--- src/hw/pcw_pkg.sv ---
/*
 * Package of the pin-change / wake interrupt flag block: register
 * addresses, field positions, reset values and port geometry.
 * Assumes a byte-wide special-function-register bus with 8-bit addresses.
 */
package pcw_pkg;
    // ------------------------------------------------------------
    // register addresses
    // ------------------------------------------------------------
    localparam logic [7:0] PCW_ADDR_PORT_FLAGS = 8'h85;
    localparam logic [7:0] PCW_ADDR_PORT_IDX = 8'h91;
    localparam logic [7:0] PCW_ADDR_SHARED = 8'h95;
    localparam logic [7:0] PCW_ADDR_PIN_FLAGS = 8'h96;
    localparam logic [7:0] PCW_ADDR_SLAVE_CTL = 8'hEA;

    // ------------------------------------------------------------
    // field positions
    // ------------------------------------------------------------
    localparam int PCW_SH_LVD = 7;
    localparam int PCW_SH_ADC = 4;
    localparam int PCW_SH_PC = 1;
    localparam int PCW_SH_TMR = 0;
    localparam int PCW_SC_EN_LSB = 4;
    localparam int PCW_SC_RX1_EN = 0;
    localparam int PCW_SC_RX2_EN = 1;
    localparam int PCW_SC_RX1_F = 0;
    localparam int PCW_SC_RX2_F = 1;
    localparam int PCW_SC_TX_F = 2;

    // ------------------------------------------------------------
    // reset values and special codes
    // ------------------------------------------------------------
    localparam logic [3:0] PCW_RST_PORT_FLAGS = 4'h0;
    localparam logic [1:0] PCW_RST_IDX = 2'h0;
    localparam logic [31:0] PCW_RST_PIN_FLAGS = 32'h0000_0000;
    localparam logic [3:0] PCW_RST_SC_EN = 4'h0;
    localparam logic [2:0] PCW_RST_SC_FLG = 3'h4;
    localparam logic [7:0] PCW_LVD_CLEAR_CODE = 8'h7F;

    // ------------------------------------------------------------
    // port geometry: four ports of eight, the third has six pins
    // ------------------------------------------------------------
    localparam int PCW_NPORT = 4;
    localparam int PCW_NPIN = 32;
    localparam int PCW_NSYNC = 34;
    localparam logic [31:0] PCW_PIN_MASK = 32'hFF3F_FFFF;
endpackage

--- src/hw/pcw_sync_if.sv ---
/*
 * Carrier between the pin synchroniser and the flag logic.
 * Assumes both ends run on the one system clock.
 */
`timescale 1ns/10ps
interface pcw_sync_if;
    logic [33:0] level;
    logic [33:0] change;
    logic [33:0] fall;
    modport src (output level, output change, output fall);
    modport dst (input level, input change, input fall);
endinterface

--- src/hw/pcw_pin_sync.sv ---
/*
 * Two-flop synchroniser and change detector for the port and
 * external-interrupt pins. Assumes pins idle high after reset.
 */
`timescale 1ns/10ps
module pcw_pin_sync
    import pcw_pkg::*;
(
    input wire logic clk,
    input wire logic rst,
    input wire logic [PCW_NSYNC-1:0] raw,
    pcw_sync_if.src sy
);
    typedef struct packed {
        logic [PCW_NSYNC-1:0] meta;
        logic [PCW_NSYNC-1:0] stable;
        logic [PCW_NSYNC-1:0] prev;
    } pcw_sync_t;

    pcw_sync_t s;
    pcw_sync_t next_s;

    // ------------------------------------------------------------
    // sampling chain: meta feeds stable and nothing else
    // ------------------------------------------------------------
    always_comb begin
        next_s = s;
        next_s.meta = raw;
        next_s.stable = s.meta;
        next_s.prev = s.stable;
    end

    // reset to all ones so idle-high pins raise no false edge
    always_ff @(posedge clk) begin
        if (rst) begin
            s <= '1;
        end else begin
            s <= next_s;
        end
    end

    // compare current and previous samples
    assign sy.level = s.stable;
    assign sy.change = s.stable ^ s.prev;
    assign sy.fall = s.prev & ~s.stable;
endmodule // pcw_pin_sync

--- src/hw/pcw_top.sv ---
/*
 * Pin-change, external-pin and supply-low interrupt flags with
 * halt/stop wake-up and the slave serial control register.
 * Assumes the CPU reaches registers over the byte-wide SFR bus and the
 * pin-mode enables, pin-change enable and low-power state come as inputs.
 */
`timescale 1ns/10ps
module pcw_top
    import pcw_pkg::*;
(
    input wire logic clk,
    input wire logic rst,
    input wire logic [7:0] sfr_addr,
    input wire logic sfr_wr,
    input wire logic sfr_rd,
    input wire logic [7:0] sfr_wdata,
    output logic [7:0] sfr_rdata,
    input wire logic [31:0] port_pins,
    input wire logic ext_irq_pin_a,
    input wire logic ext_irq_pin_b,
    input wire logic [31:0] pin_chg_en,
    input wire logic [1:0] ext_irq_enable,
    input wire logic [1:0] ext_trig_edge,
    input wire logic pc_irq_en,
    input wire logic low_power,
    input wire logic lvd_trip,
    input wire logic adc_done,
    input wire logic timer_c_ovf,
    input wire logic slave_rx1_done,
    input wire logic slave_rx2_done,
    input wire logic slave_tx_done,
    output logic [1:0] ext_irq_req,
    output logic wake_req,
    output logic lp_entry_block,
    output logic pin_change_irq,
    output logic slave_rx1_irq,
    output logic slave_rx2_irq
);
    typedef struct packed {
        logic [1:0] idx;
        logic [3:0] port_flg;
        logic [31:0] pin_flg;
        logic supply_level_detector;
        logic adc;
        logic any_pin_change_flag;
        logic tmr;
        logic [3:0] sc_en;
        logic [2:0] sc_flg;
        logic [7:0] rdata;
        logic [1:0] ext_req;
        logic wake;
        logic lp_block;
        logic pc_irq;
        logic rx1_irq;
        logic rx2_irq;
    } pcw_state_t;

    pcw_state_t s;
    pcw_state_t next_s;
    pcw_sync_if sy ();
    logic [31:0] chg;
    logic [PCW_NPORT-1:0] port_hit;
    logic [1:0] ext_ev;

    // ------------------------------------------------------------
    // pin synchroniser
    // ------------------------------------------------------------
    pcw_pin_sync u_sync (
        .clk(clk),
        .rst(rst),
        .raw({ext_irq_pin_b, ext_irq_pin_a, port_pins}),
        .sy(sy.src)
    );

    // enabled changes; upper two pins of the third port do not exist
    assign chg = sy.change[31:0] & pin_chg_en & PCW_PIN_MASK;

    // per-port summary of changes
    genvar p;
    generate
        for (p = 0; p < PCW_NPORT; p = p + 1) begin : g_port
            assign port_hit[p] = |chg[p*8 +: 8];
        end
    endgenerate

    // external pin events by trigger type, gated by their enable
    assign ext_ev = ext_irq_enable & ((ext_trig_edge & sy.fall[33:32])
                  | (~ext_trig_edge & ~sy.level[33:32]));

    // ------------------------------------------------------------
    // next state: writes first, hardware sets last so sets win
    // ------------------------------------------------------------
    always_comb begin
        next_s = s;
        if (sfr_wr) begin
            case (sfr_addr)
                PCW_ADDR_PORT_FLAGS: begin
                    next_s.port_flg = s.port_flg & sfr_wdata[3:0];
                end
                PCW_ADDR_PORT_IDX: begin
                    next_s.idx = sfr_wdata[1:0];
                end
                PCW_ADDR_SHARED: begin
                    if (sfr_wdata == PCW_LVD_CLEAR_CODE) begin
                        next_s.supply_level_detector = 1'b0;
                    end
                    next_s.adc = s.adc & sfr_wdata[PCW_SH_ADC];
                    next_s.tmr = s.tmr & sfr_wdata[PCW_SH_TMR];
                    if (!sfr_wdata[PCW_SH_PC]) begin
                        next_s.any_pin_change_flag = 1'b0;
                        next_s.pin_flg = PCW_RST_PIN_FLAGS;
                        next_s.port_flg = PCW_RST_PORT_FLAGS;
                    end
                end
                PCW_ADDR_PIN_FLAGS: begin
                    next_s.pin_flg[{s.idx, 3'b000} +: 8] =
                        s.pin_flg[{s.idx, 3'b000} +: 8] & sfr_wdata;
                end
                PCW_ADDR_SLAVE_CTL: begin
                    next_s.sc_en = sfr_wdata[7:PCW_SC_EN_LSB];
                    next_s.sc_flg = sfr_wdata[2:0];
                end
                default: begin
                    next_s.idx = s.idx;
                end
            endcase
        end
        // hardware sets
        next_s.supply_level_detector = next_s.supply_level_detector | lvd_trip;
        next_s.adc = next_s.adc | adc_done;
        next_s.tmr = next_s.tmr | timer_c_ovf;
        next_s.sc_flg[PCW_SC_RX1_F] = next_s.sc_flg[PCW_SC_RX1_F] | slave_rx1_done;
        next_s.sc_flg[PCW_SC_RX2_F] = next_s.sc_flg[PCW_SC_RX2_F] | slave_rx2_done;
        next_s.sc_flg[PCW_SC_TX_F] = next_s.sc_flg[PCW_SC_TX_F] | slave_tx_done;
        // pin change only counts in halt/stop
        if (low_power) begin
            next_s.pin_flg = next_s.pin_flg | chg;
            next_s.port_flg = next_s.port_flg | port_hit;
            if (|port_hit && pc_irq_en) begin
                next_s.any_pin_change_flag = 1'b1;
            end
        end
        // outputs, registered
        next_s.ext_req = ext_ev;
        next_s.wake = low_power & ((|ext_ev) | (|port_hit));
        next_s.lp_block = |(ext_irq_enable & ~sy.level[33:32]);
        next_s.pc_irq = s.any_pin_change_flag;
        next_s.rx1_irq = s.sc_en[PCW_SC_RX1_EN] & s.sc_flg[PCW_SC_RX1_F];
        next_s.rx2_irq = s.sc_en[PCW_SC_RX2_EN] & s.sc_flg[PCW_SC_RX2_F];
        // read data; unmapped addresses read zero
        next_s.rdata = 8'h00;
        if (sfr_rd) begin
            case (sfr_addr)
                PCW_ADDR_PORT_FLAGS: next_s.rdata = {4'h0, s.port_flg};
                PCW_ADDR_PORT_IDX: next_s.rdata = {6'h00, s.idx};
                PCW_ADDR_SHARED: next_s.rdata = {s.supply_level_detector, 2'h0, s.adc, 2'h0, s.any_pin_change_flag, s.tmr};
                PCW_ADDR_PIN_FLAGS: next_s.rdata = s.pin_flg[{s.idx, 3'b000} +: 8];
                PCW_ADDR_SLAVE_CTL: next_s.rdata = {s.sc_en, 1'b0, s.sc_flg};
                default: next_s.rdata = 8'h00;
            endcase
        end
    end

    // state register; supply-low flag starts clear
    always_ff @(posedge clk) begin
        if (rst) begin
            s <= '0;
            s.idx <= PCW_RST_IDX;
            s.port_flg <= PCW_RST_PORT_FLAGS;
            s.pin_flg <= PCW_RST_PIN_FLAGS;
            s.sc_en <= PCW_RST_SC_EN;
            s.sc_flg <= PCW_RST_SC_FLG;
        end else begin
            s <= next_s;
        end
    end

    // ------------------------------------------------------------
    // outputs straight from the state register
    // ------------------------------------------------------------
    assign sfr_rdata = s.rdata;
    assign ext_irq_req = s.ext_req;
    assign wake_req = s.wake;
    assign lp_entry_block = s.lp_block;
    assign pin_change_irq = s.pc_irq;
    assign slave_rx1_irq = s.rx1_irq;
    assign slave_rx2_irq = s.rx2_irq;

    logic wr_sh;
    assign wr_sh = sfr_wr && sfr_addr == PCW_ADDR_SHARED;
endmodule // pcw_top

--- config.mk ---
export PLATFORM = sky130hd
export DESIGN_NAME = pcw_top
export DESIGN_NICKNAME = d
export VERILOG_FILES = /design/src/hw/pcw_pkg.sv /design/src/hw/pcw_sync_if.sv /design/src/hw/pcw_pin_sync.sv /design/src/hw/pcw_top.sv
export SDC_FILE = /design/constraint.sdc
export NUM_CORES = 1
export LEC_CHECK = 0
export BUFFER_PORTS_ARGS = -buffer_cell sky130_fd_sc_hd__buf_2
export CORE_MARGIN = 3
export CORE_UTILIZATION = 44
export DETAILED_ROUTE_END_ITERATION = 16
export GPL_TIMING_DRIVEN = 1
export PLACE_DENSITY = 0.66
export SLEW_MARGIN = 15
export SYNTH_ARGS = -nofsm -noshare
export SYNTH_HDL_FRONTEND = slang
export SYNTH_HIERARCHICAL = 1
export SYNTH_SLANG_ARGS = --single-unit
export TNS_END_PERCENT = 100
--- constraint.sdc ---
create_clock -name clk -period 4.4 [get_ports clk]
set_input_delay 0.88 -clock clk [delete_from_list [all_inputs] [get_ports clk]]
set_output_delay 0.88 -clock clk [all_outputs]
set_load 0.02 [all_outputs]
-- Word-level counts from Yosys, hierarchy flattened
Cells that the tools add are included.
- bits in registers: 166
- input bits: 98
- output and inout bits: 15
- logic and storage cells: 81
- equality and inequality tests: 6
- bitwise logic cells: 28
- $add $sub $neg: 1
- reduce and logical (&&, ||, !) cells: 11
- shift-type cells: 3
- multiplexer cells: 13
- operators by type and width (cell ; count):
    two-way mux 36 bit ; 2
    one-hot mux 32 bit (2 select lines) ; 1
    two-way mux 47 bit ; 1
    equality test 8 bit (second input constant) ; 5
    one-hot mux 8 bit (5 select lines) ; 1
    AND 34 bit ; 1
    inverter 34 bit ; 1
    AND 32 bit ; 1
    bitwise mux 32 bit ; 1
    OR 32 bit ; 1
    variable shift 8 x 7 -> 32 bit (first input constant) ; 1
    variable part select 32 x 6 -> 8 bit ; 1
    variable part select 8 x 7 -> 32 bit ; 1
    bitwise XOR 32 bit ; 1
    OR reduction 30 bit ; 1
    OR reduction 8 bit ; 3
    AND 2 bit ; 4
    AND 8 bit ; 1
    equality test 8 x 7 -> 1 bit (second input constant) ; 1
    one-hot mux 4 bit (2 select lines) ; 1
    two-way mux 7 bit ; 1
    negator 5 -> 7 bit ; 1
    OR 1 bit ; 7
    OR reduction 2 bit ; 3
    11 further kinds ; 20

-- Longest topological paths before layout
Gate-level depths: netlist (run 1).
- depth after elaboration: 8
- gate-level depth with buffers: 9
- mapped depth without buffers: 8

-- By module
The synthesis (run 1) kept the hierarchy.
- by module, submodules not included (module ; sequential area each (um2) ; times used ; area each (um2) ; cells an instance):
    pcw_pin_sync ; 2042.0 ; 1 ; 3699.8 ; 351
    pcw_top ; 1281.2 ; 1 ; 3594.7 ; 427

-- Worst setup path before layout (run 1)
Ideal clock, no wire load.
- kind: input -> register
- from: input sfr_wdata[1]
- to: register s[56] (netlist name)
- arrival: 2168 ps
- buffers on the path: 2
- setup slack: 2091 ps
- required time: 4259 ps
- stages: 7
- cell sequence: buf_6 > or3b_4 > a2111oi_4 > nor2_1 > buf_2 > nand2_1 > o221ai_1
- RTL lines (what ; RTL line ; text):
    start: declaration ; pcw_top.sv:16 ; input wire logic [7:0] sfr_wdata,

==> flow_summary.json, run 1 <==
{
  "syn-num-nets": 861,
  "crit_path_start": "s[63]",
  "ir_drop_v": 0.0004175,
  "die-area_sq_mm": 0.01710,
  "initial_core_util_pct": 46.08,
  "cts.repair.resized": 0,
  "stdcell_count": 1008,
  "drive_gt1_share_pct": 22.69,
  "synthToLayoutAreaGrowth_pct": 16.86,
  "ctsHoldBuffers": 0,
  "nFillCells": 1395,
  "finalCriticalPeriod_ps": 2598,
  "htree_levels": 4,
  "dp.cells": 976,
  "syn_avg_cell_area_sq_um": 9.434,
  "numPortBuffers": 108,
  "start_kind": "flip-flop",
  "wl_mm": 15.95,
  "outcome": "complete, no violations",
  "clk_pin_slew_ps": 70,
  "dr_total_vias": 5280,
  "final_cell_area_sq_mm": 0.008004,
  "drc": 0,
  "slew_viol_final": 0,
  "synth-warning-count": 6,
  "clockBufferDepth": 2,
  "cap_violations": 0,
  "hp-start": "u_sync/next_s[61]",
  "via_per_inst": 5.238,
  "overflow": 0,
  "grt_max_degree": 100,
  "crit_path_top_delay_cell": "nor3_1",
  "drtAntennaViolNets": 0,
  "die_width_um": 130.8,
  "coreArea_sq_mm": 0.01486,
  "tns_ps": 0,
  "clockRootBuffer": "clkbuf_16",
  "die_h_um": 130.8,
  "crit_chain": "buf_4 > ha_1 > nand2_1 > nor3_1 > a32oi_1 > o221ai_1",
  "dp_hpwl_mm": 11.55,
  "antenna_cells": 0,
  "drt_iter0_markers": 426,
  "multiInputGateArea_sq_mm": 0.003082,
  "cellPowerDensity_mw_per_mm2": 412.7,
  "cts_sinks": 160,
  "mostFrequentLayoutCells": "dfxtp_1 (160), buf_2 (108), nand2_1 (88)",
  "path_max_fanout": 13,
  "worstPathRequired_ps": 4730,
  "p_leak_nw": 3.632,
  "skew_ps": 9.384,
  "worstSetupEndpointType": "flip-flop",
  "worstMarginPinSlew_ps": 1131,
  "max_freq_mhz": 384.9,
  "track_usage_pct": 19.07,
  "drt_pass1_iterations": 5,
  "worstSetupPathType": "reg2reg",
  "worst-r2r-setup-slack_ps": 1800,
  "finalSetupViolations": 0,
  "regArea_sq_mm": 0.003203,
  "synth_area_sq_mm": 0.006849,
  "slowest_delay_ps": 800,
  "timing.rr.start": "s[63]",
  "antenna_found_initial": 1,
  "setup_ws_ps": 1802,
  "critPathArrivalTime_ps": 2930,
  "wl_per_cell_um": 15.82,
  "cts_tree": "done",
  "syn_inst": 726,
  "dp_slack_ps": 1449,
  "rows": 44,
  "finalCritPeriodShare_pct": 59.04,
  "layout_commonest_cell": "dfxtp_1",
  "numCtsBuffers": 17,
  "cts_setup_buffers": 0,
  "nets": 946,
  "grt_pass1_wl_mm": 25.07,
  "fin_util_pct": 53.85,
  "rsz0062_at_grt": "false",
  "final_hold_viol_count": 0,
  "placed_cell_area_sq_mm": 0.007367,
  "worst_skew_pair.late_latency_ps": 430,
  "grt_pass1_vias": 5096,
  "pin_count": 113,
  "maxSlewHeadroom_pct": 24.63,
  "gp_congestion": 0.8883,
  "hold_class": "reg2reg"
}
==> flip-flops by register name, indices dropped and copies added (netlist names) <==
name	count
next_s	1
s	48
pin_change_irq	1
u_sync/sy.level	32
lp_entry_block	1
wake_req	1
sfr_rdata	8
ext_irq_req	2
u_sync/next_s	32
slave_rx1_irq	1
u_sync/s	32
slave_rx2_irq	1
==> worst paths after layout <==
check / cells past startpoint / end
worst min register to register: 1 / u_sync/sy.level[27]
worst max-delay path: 6 / s[42]
worst max register to register: 6 / s[42]
worst min-delay path: 1 / u_sync/sy.level[27]
==> critical path, delay by kind of cell (launching register included) <==
| kind | cells | cell delay (ps) |
|---|---|---|
| compound gates | 2 | 460 |
| fa+ha+maj | 1 | 280 |
| buf+inv | 1 | 320 |
| flops | 1 | 560 |
| simple gates | 2 | 870 |
==> metal layers <==
metal | track usage (%) | vias to the layer above | wire length [um] | part of all wire (%)
li1 | - | 2605 | - | -
met3 | 5.528 | 34 | 1201 | 7.5
met4 | 8.772 | 2 | 507 | 3.2
met1 | 23.70 | 2458 | 6877 | 43
met5 | 0 | - | 13 | 0.082
met2 | 30.65 | 181 | 7346 | 46
==> stage by stage <==
stage               hold WS, ps  power, mW
floorplan                 383.2      1.691
global placement          385.4      1.771
detailed placement        387.1      1.779
CTS                       400.8      3.342
global route              406.9      3.422
finish                    398.7      3.303
==> area by class of cell <==
class / count / share of cell area [%]
timing repair buffer: 112 / 7.128
multi-input combinational: 445 / 38.50
inverter: 75 / 3.517
clock inverter: 14 / 2.470
clock buffer: 18 / 5.487
sequential: 160 / 40.02
tap: 184 / 2.876
==> power by group <==
| part | switching, mW | internal, mW | total (mW) |
|---|---|---|---|
| logic | 0.124 | 0.0945 | 0.219 |
| clock network | 0.627 | 0.929 | 1.56 |
| registers | 0.0245 | 1.50 | 1.53 |
Note: power is estimated with default switching activity, not from simulation.
==> run 2, diff against run 1 <==
==> constraint.sdc (replaced) <==
create_clock -name clk -period 2.4 [get_ports clk]
set_input_delay 0.48 -clock clk [delete_from_list [all_inputs] [get_ports clk]]
set_output_delay 0.48 -clock clk [all_outputs]
set_load 0.02 [all_outputs]
==> flow_summary.json, run 2 (synthesis results as in run 1) <==
{
  "outcome": "complete, no violations",
  "worstMarginPinSlew_ps": 868.5,
  "clk_pin_slew_ps": 70,
  "crit_chain": "inv_2 > ha_1 > nor4bb_1 > buf_4 > nand2_1 > nand2_1 > a32oi_1 > o21ai_1",
  "worstSetupPathType": "reg2reg",
  "p_leak_nw": 3.688,
  "slew_viol_final": 0,
  "finalCritPeriodShare_pct": 86.35,
  "finalCriticalPeriod_ps": 2072,
  "wl_mm": 16.27,
  "holdWs_ps": 227.8,
  "power.total_mw": 5.949,
  "cts_sinks": 160,
  "ir_drop_v": 0.0005754,
  "pin_count": 113,
  "grt_max_degree": 96,
  "path_max_fanout": 10,
  "gp_congestion": 0.9192,
  "numCtsBuffers": 17,
  "worst_skew_pair.late_latency_ps": 420,
  "die_h_um": 130.8,
  "ctsHoldBuffers": 0,
  "dp_slack_ps": 291.9,
  "track_usage_pct": 19.48,
  "coreArea_sq_mm": 0.01486,
  "maxSlewHeadroom_pct": 42.10,
  "max_freq_mhz": 482.5,
  "antenna_found_initial": 0,
  "crit_path_top_delay_cell": "dfxtp_1",
  "start_kind": "flip-flop",
  "regMostFlops": "s",
  "drtAntennaViolNets": 0,
  "dp_hpwl_mm": 11.97,
  "drive_gt1_share_pct": 23.81,
  "skew_ps": 8.884,
  "grt_pass1_vias": 5139,
  "nets": 963,
  "clockBufferDepth": 2,
  "initial_core_util_pct": 46.08,
  "tns_ps": 0,
  "layout_commonest_cell": "dfxtp_1",
  "cap_violations": 0,
  "dp.cells": 993,
  "stdcell_count": 1024,
  "placed_cell_area_sq_mm": 0.007488,
  "dr_total_vias": 5353,
  "cp_top_family": "flip-flops",
  "critPathArrivalTime_ps": 2420,
  "worstSetupEndpointType": "flip-flop",
  "numPortBuffers": 108,
  "cts_tree": "done",
  "mostFrequentLayoutCells": "dfxtp_1 (160), buf_2 (108), nand2_1 (88)",
  "path_buf_inv": 2,
  "drt_pass1_iterations": 5,
  "rsz0062_at_grt": "false",
  "slowest_delay_ps": 570,
  "grt_pass1_wl_mm": 25.54,
  "via_per_inst": 5.228,
  "final_cell_area_sq_mm": 0.008092,
  "final_hold_viol_count": 0,
  "htree_levels": 4,
  "largest_register_ffs": 48,
  "wl_per_cell_um": 15.89,
  "synthToLayoutAreaGrowth_pct": 18.14,
  "multiInputGateArea_sq_mm": 0.003075,
  "rows": 44,
  "regArea_sq_mm": 0.003203,
  "fin_util_pct": 54.44,
  "nFillCells": 1351,
  "drc": 0,
  "crit_top_cell": "nand2_1",
  "drt_iter0_markers": 291,
  "overflow": 0,
  "hold_class": "in2reg",
  "die-area_sq_mm": 0.01710,
  "die_width_um": 130.8,
  "cellPowerDensity_mw_per_mm2": 735.2,
  "finalSetupViolations": 0,
  "clockRootBuffer": "clkbuf_16",
  "worstPathRequired_ps": 2750,
  "cts.repair.resized": 0,
  "setup_ws_ps": 327.6,
  "antenna_cells": 0,
  "cts_setup_buffers": 0
}
## run 2: power breakdown
| part | switching [mW] | leakage (nW) | internal (mW) | total, mW |
|---|---|---|---|---|
| registers | 0.0466 | 1.31 | 2.76 | 2.80 |
| logic | 0.231 | 2.09 | 0.181 | 0.412 |
| clock network | 1.06 | 0.289 | 1.67 | 2.73 |
| total | 1.34 | 3.69 | 4.61 | 5.95 |
## run 2: path summary, 6_finish.rpt
check        slack, ps  cells after the start             endpoint               from
min reg2reg        400                      1  u_sync/sy.level[12]  u_sync/next_s[46]
max reg2reg        330                      8                s[29]              s[62]
max                330                      8                s[29]              s[62]
min                230                      2    u_sync/next_s[52]      port_pins[18]
## run 2: worst register-to-register path: stages (launching register included)
cell      delay, ps
dfxtp_1         570
inv_2           160
ha_1            380
nor4bb_1        280
buf_4           230
nand2_1          70
nand2_1          90
a32oi_1          70
o21ai_1         150
## run 2: layer usage
layer	share of wire, %	GRT usage [%]	up-vias
li1	-	-	2638
met1	43	24.33	2458
met2	47	31.16	226
met3	7.5	6.382	31
met4	2.3	7.925	0
met5	0	0	-
## run 2: final cells by class
class	instances	area share, %
sequential	160	39.59
clock inverter	11	1.933
inverter	75	3.479
multi-input combinational	445	38.01
tap	184	2.845
timing repair buffer	129	8.628
clock buffer	20	5.520
==> run 3, diff against run 2 <==
--- a/config.mk
+++ b/config.mk
@@ -10,10 +10,9 @@
 export CORE_UTILIZATION = 44
 export DETAILED_ROUTE_END_ITERATION = 16
 export GPL_TIMING_DRIVEN = 1
-export PLACE_DENSITY = 0.66
+export PLACE_DENSITY = 0.67
 export SLEW_MARGIN = 15
 export SYNTH_ARGS = -nofsm -noshare
 export SYNTH_HDL_FRONTEND = slang
-export SYNTH_HIERARCHICAL = 1
 export SYNTH_SLANG_ARGS = --single-unit
 export TNS_END_PERCENT = 100
==> flow_summary.json, run 3 <==
{
  "outcome": "complete, no violations",
  "layout_commonest_cell": "dfxtp_1",
  "power.total_mw": 5.900,
  "tns_ps": 0,
  "ir_drop_v": 0.0004816,
  "path_buf_inv": 1,
  "gp_congestion": 0.9392,
  "syn_inst": 665,
  "clockBufferDepth": 2,
  "numPortBuffers": 108,
  "antenna_cells": 0,
  "regMostFlops": "s",
  "ctsHoldBuffers": 0,
  "seq_area_frac_synth_pct": 50.22,
  "synth_top_area_cell": "dfxtp_1",
  "pin_count": 113,
  "drtAntennaViolNets": 0,
  "start_kind": "flip-flop",
  "finalCritPeriodShare_pct": 82.90,
  "die_width_um": 126.4,
  "coreArea_sq_mm": 0.01404,
  "setup_ws_ps": 410.4,
  "cap_violations": 0,
  "synthTopCellsByArea": "dfxtp_1 (50%), or2_2 (9.4%), a32oi_1 (4.1%)",
  "skew_ps": 5.457,
  "nFillCells": 1263,
  "synth-warning-count": 0,
  "wl_met1_mm": 6.574,
  "stdcell_count": 946,
  "synth_cell_type_count": 46,
  "htree_levels": 4,
  "synth_seq_cells": 160,
  "initial_core_util_pct": 45.42,
  "drt_iter0_markers": 300,
  "grt_max_degree": 83,
  "worstMarginPinSlew_ps": 750.5,
  "nets": 856,
  "crit_chain": "inv_1 > ha_1 > nor2b_1 > nand3_1 > o22ai_1 > nand2_1 > a21oi_1",
  "cellPowerDensity_mw_per_mm2": 777.3,
  "slew_viol_final": 0,
  "async_reset_ff_share_pct": 0,
  "max_freq_mhz": 502.6,
  "cts.repair.resized": 0,
  "top_layer": "met4",
  "mostFrequentLayoutCells": "dfxtp_1 (160), buf_2 (107), or2_2 (96)",
  "clockRootBuffer": "clkbuf_16",
  "finalSetupViolations": 0,
  "grt_pass1_vias": 5019,
  "hold_class": "in2reg",
  "worstSetupEndpointType": "flip-flop",
  "clk_pin_slew_ps": 70,
  "synth_edf_count": 0,
  "rsz0062_at_grt": "false",
  "drive_gt1_share_pct": 33.81,
  "track_usage_pct": 19.33,
  "via_per_inst": 5.305,
  "multiInputGateArea_sq_mm": 0.002800,
  "syn-num-nets": 768,
  "wl_met2_mm": 7.259,
  "worstPathRequired_ps": 2750,
  "die-area_sq_mm": 0.01598,
  "dp.cells": 914,
  "synth_area_sq_mm": 0.006379,
  "cts_setup_buffers": 0,
  "regArea_sq_mm": 0.003203,
  "slowest_delay_ps": 490,
  "yosys.cell_count.top_type": "dfxtp_1",
  "synth_common_cells": "dfxtp_1 (160), or2_2 (96), nand2_1 (57)",
  "worst_skew_pair.late_latency_ps": 420,
  "antenna_found_initial": 0,
  "wl_per_cell_um": 15.94,
  "wl_met3_mm": 1.052,
  "syn_avg_cell_area_sq_um": 9.592,
  "drc": 0,
  "dp_slack_ps": 27.07,
  "numCtsBuffers": 17,
  "synthToLayoutAreaGrowth_pct": 19.01,
  "critPathArrivalTime_ps": 2340,
  "netlist.area_leader.share_pct": 50.22,
  "rows": 43,
  "final_cell_area_sq_mm": 0.007591,
  "crit_path_top_delay_cell": "dfxtp_1",
  "finalCriticalPeriod_ps": 1990,
  "drt_pass1_iterations": 6,
  "maxSlewHeadroom_pct": 49.83,
  "worstSetupPathType": "reg2reg",
  "die_h_um": 126.4,
  "cts_tree": "done",
  "overflow": 0,
  "dp_hpwl_mm": 11.02,
  "cp_top_family": "simple AND/OR/NAND/NOR gates",
  "grt_pass1_wl_mm": 24.83,
  "wl_mm": 15.08,
  "dr_total_vias": 5019,
  "cts_sinks": 160,
  "path_max_fanout": 8,
  "largest_register_ffs": 48,
  "p_leak_nw": 2.919,
  "synth_ff_type": "dfxtp_1",
  "final_hold_viol_count": 0,
  "placed_cell_area_sq_mm": 0.006987
}
-- run 3: through the flow --
step                      util [%]  hold WS [ps]
after detailed placement     49.76         392.8
after CTS                    54.01         218.6
after floorplan                  -         389.5
after global routing         54.06         217.7
final                        54.06         239.8
after global placement       49.76         391.1
-- run 3: final timing paths --
kind | from | endpoint | slack, ps | depth (start not counted)
setup / recovery | s[63] | s[45] | 410 | 7
hold / removal | ext_irq_pin_b | u_sync.next_s[67] | 240 | 2
setup reg to reg | s[63] | s[45] | 410 | 7
hold reg to reg | u_sync.next_s[47] | u_sync.sy.level[13] | 410 | 1
-- run 3: power breakdown --
group          internal, mW  switching [mW]  leakage (nW)
clock network          1.57            1.14         0.298
logic                 0.184           0.203          1.31
registers              2.76          0.0512          1.31
total                  4.51            1.39          2.92
-- run 3: final cells by class --
type,count,share of cell area [%]
Sequential cell,160,42.20
Multi-Input combinational cell,417,36.89
Timing Repair Buffer,115,8.011
Clock buffer,17,5.604
Tap cell,180,2.967
Clock inverter,15,2.258
Inverter,42,2.077
-- run 3: kinds of logic (layout without fill, tap and decap cells) --
kind of cell	count (synthesis)	in the layout	share of synthesized area, %
fa+ha+maj	5	5	0.9808
compound gates	148	148	15.40
buf+inv	88	189	6.061
xor+xnor	30	30	4.119
simple gates	216	216	18.83
mux	18	18	4.394
flops	160	160	50.22
-- run 3: worst reg2reg max path, delay by kind of cell (launching register included) --
family	cells	cell delay [ps]
AO/OA/AOI/OAI	2	360
AND/OR/NAND/NOR	3	610
adder cells (fa/ha/maj)	1	320
buffers and inverters	1	140
flip-flops	1	490
-- run 3: layer usage --
layer	track usage, %	up-vias
met5	0	-
met1	24.26	2363
met4	5.174	0
met2	32.16	164
li1	-	2474
met3	6.232	18
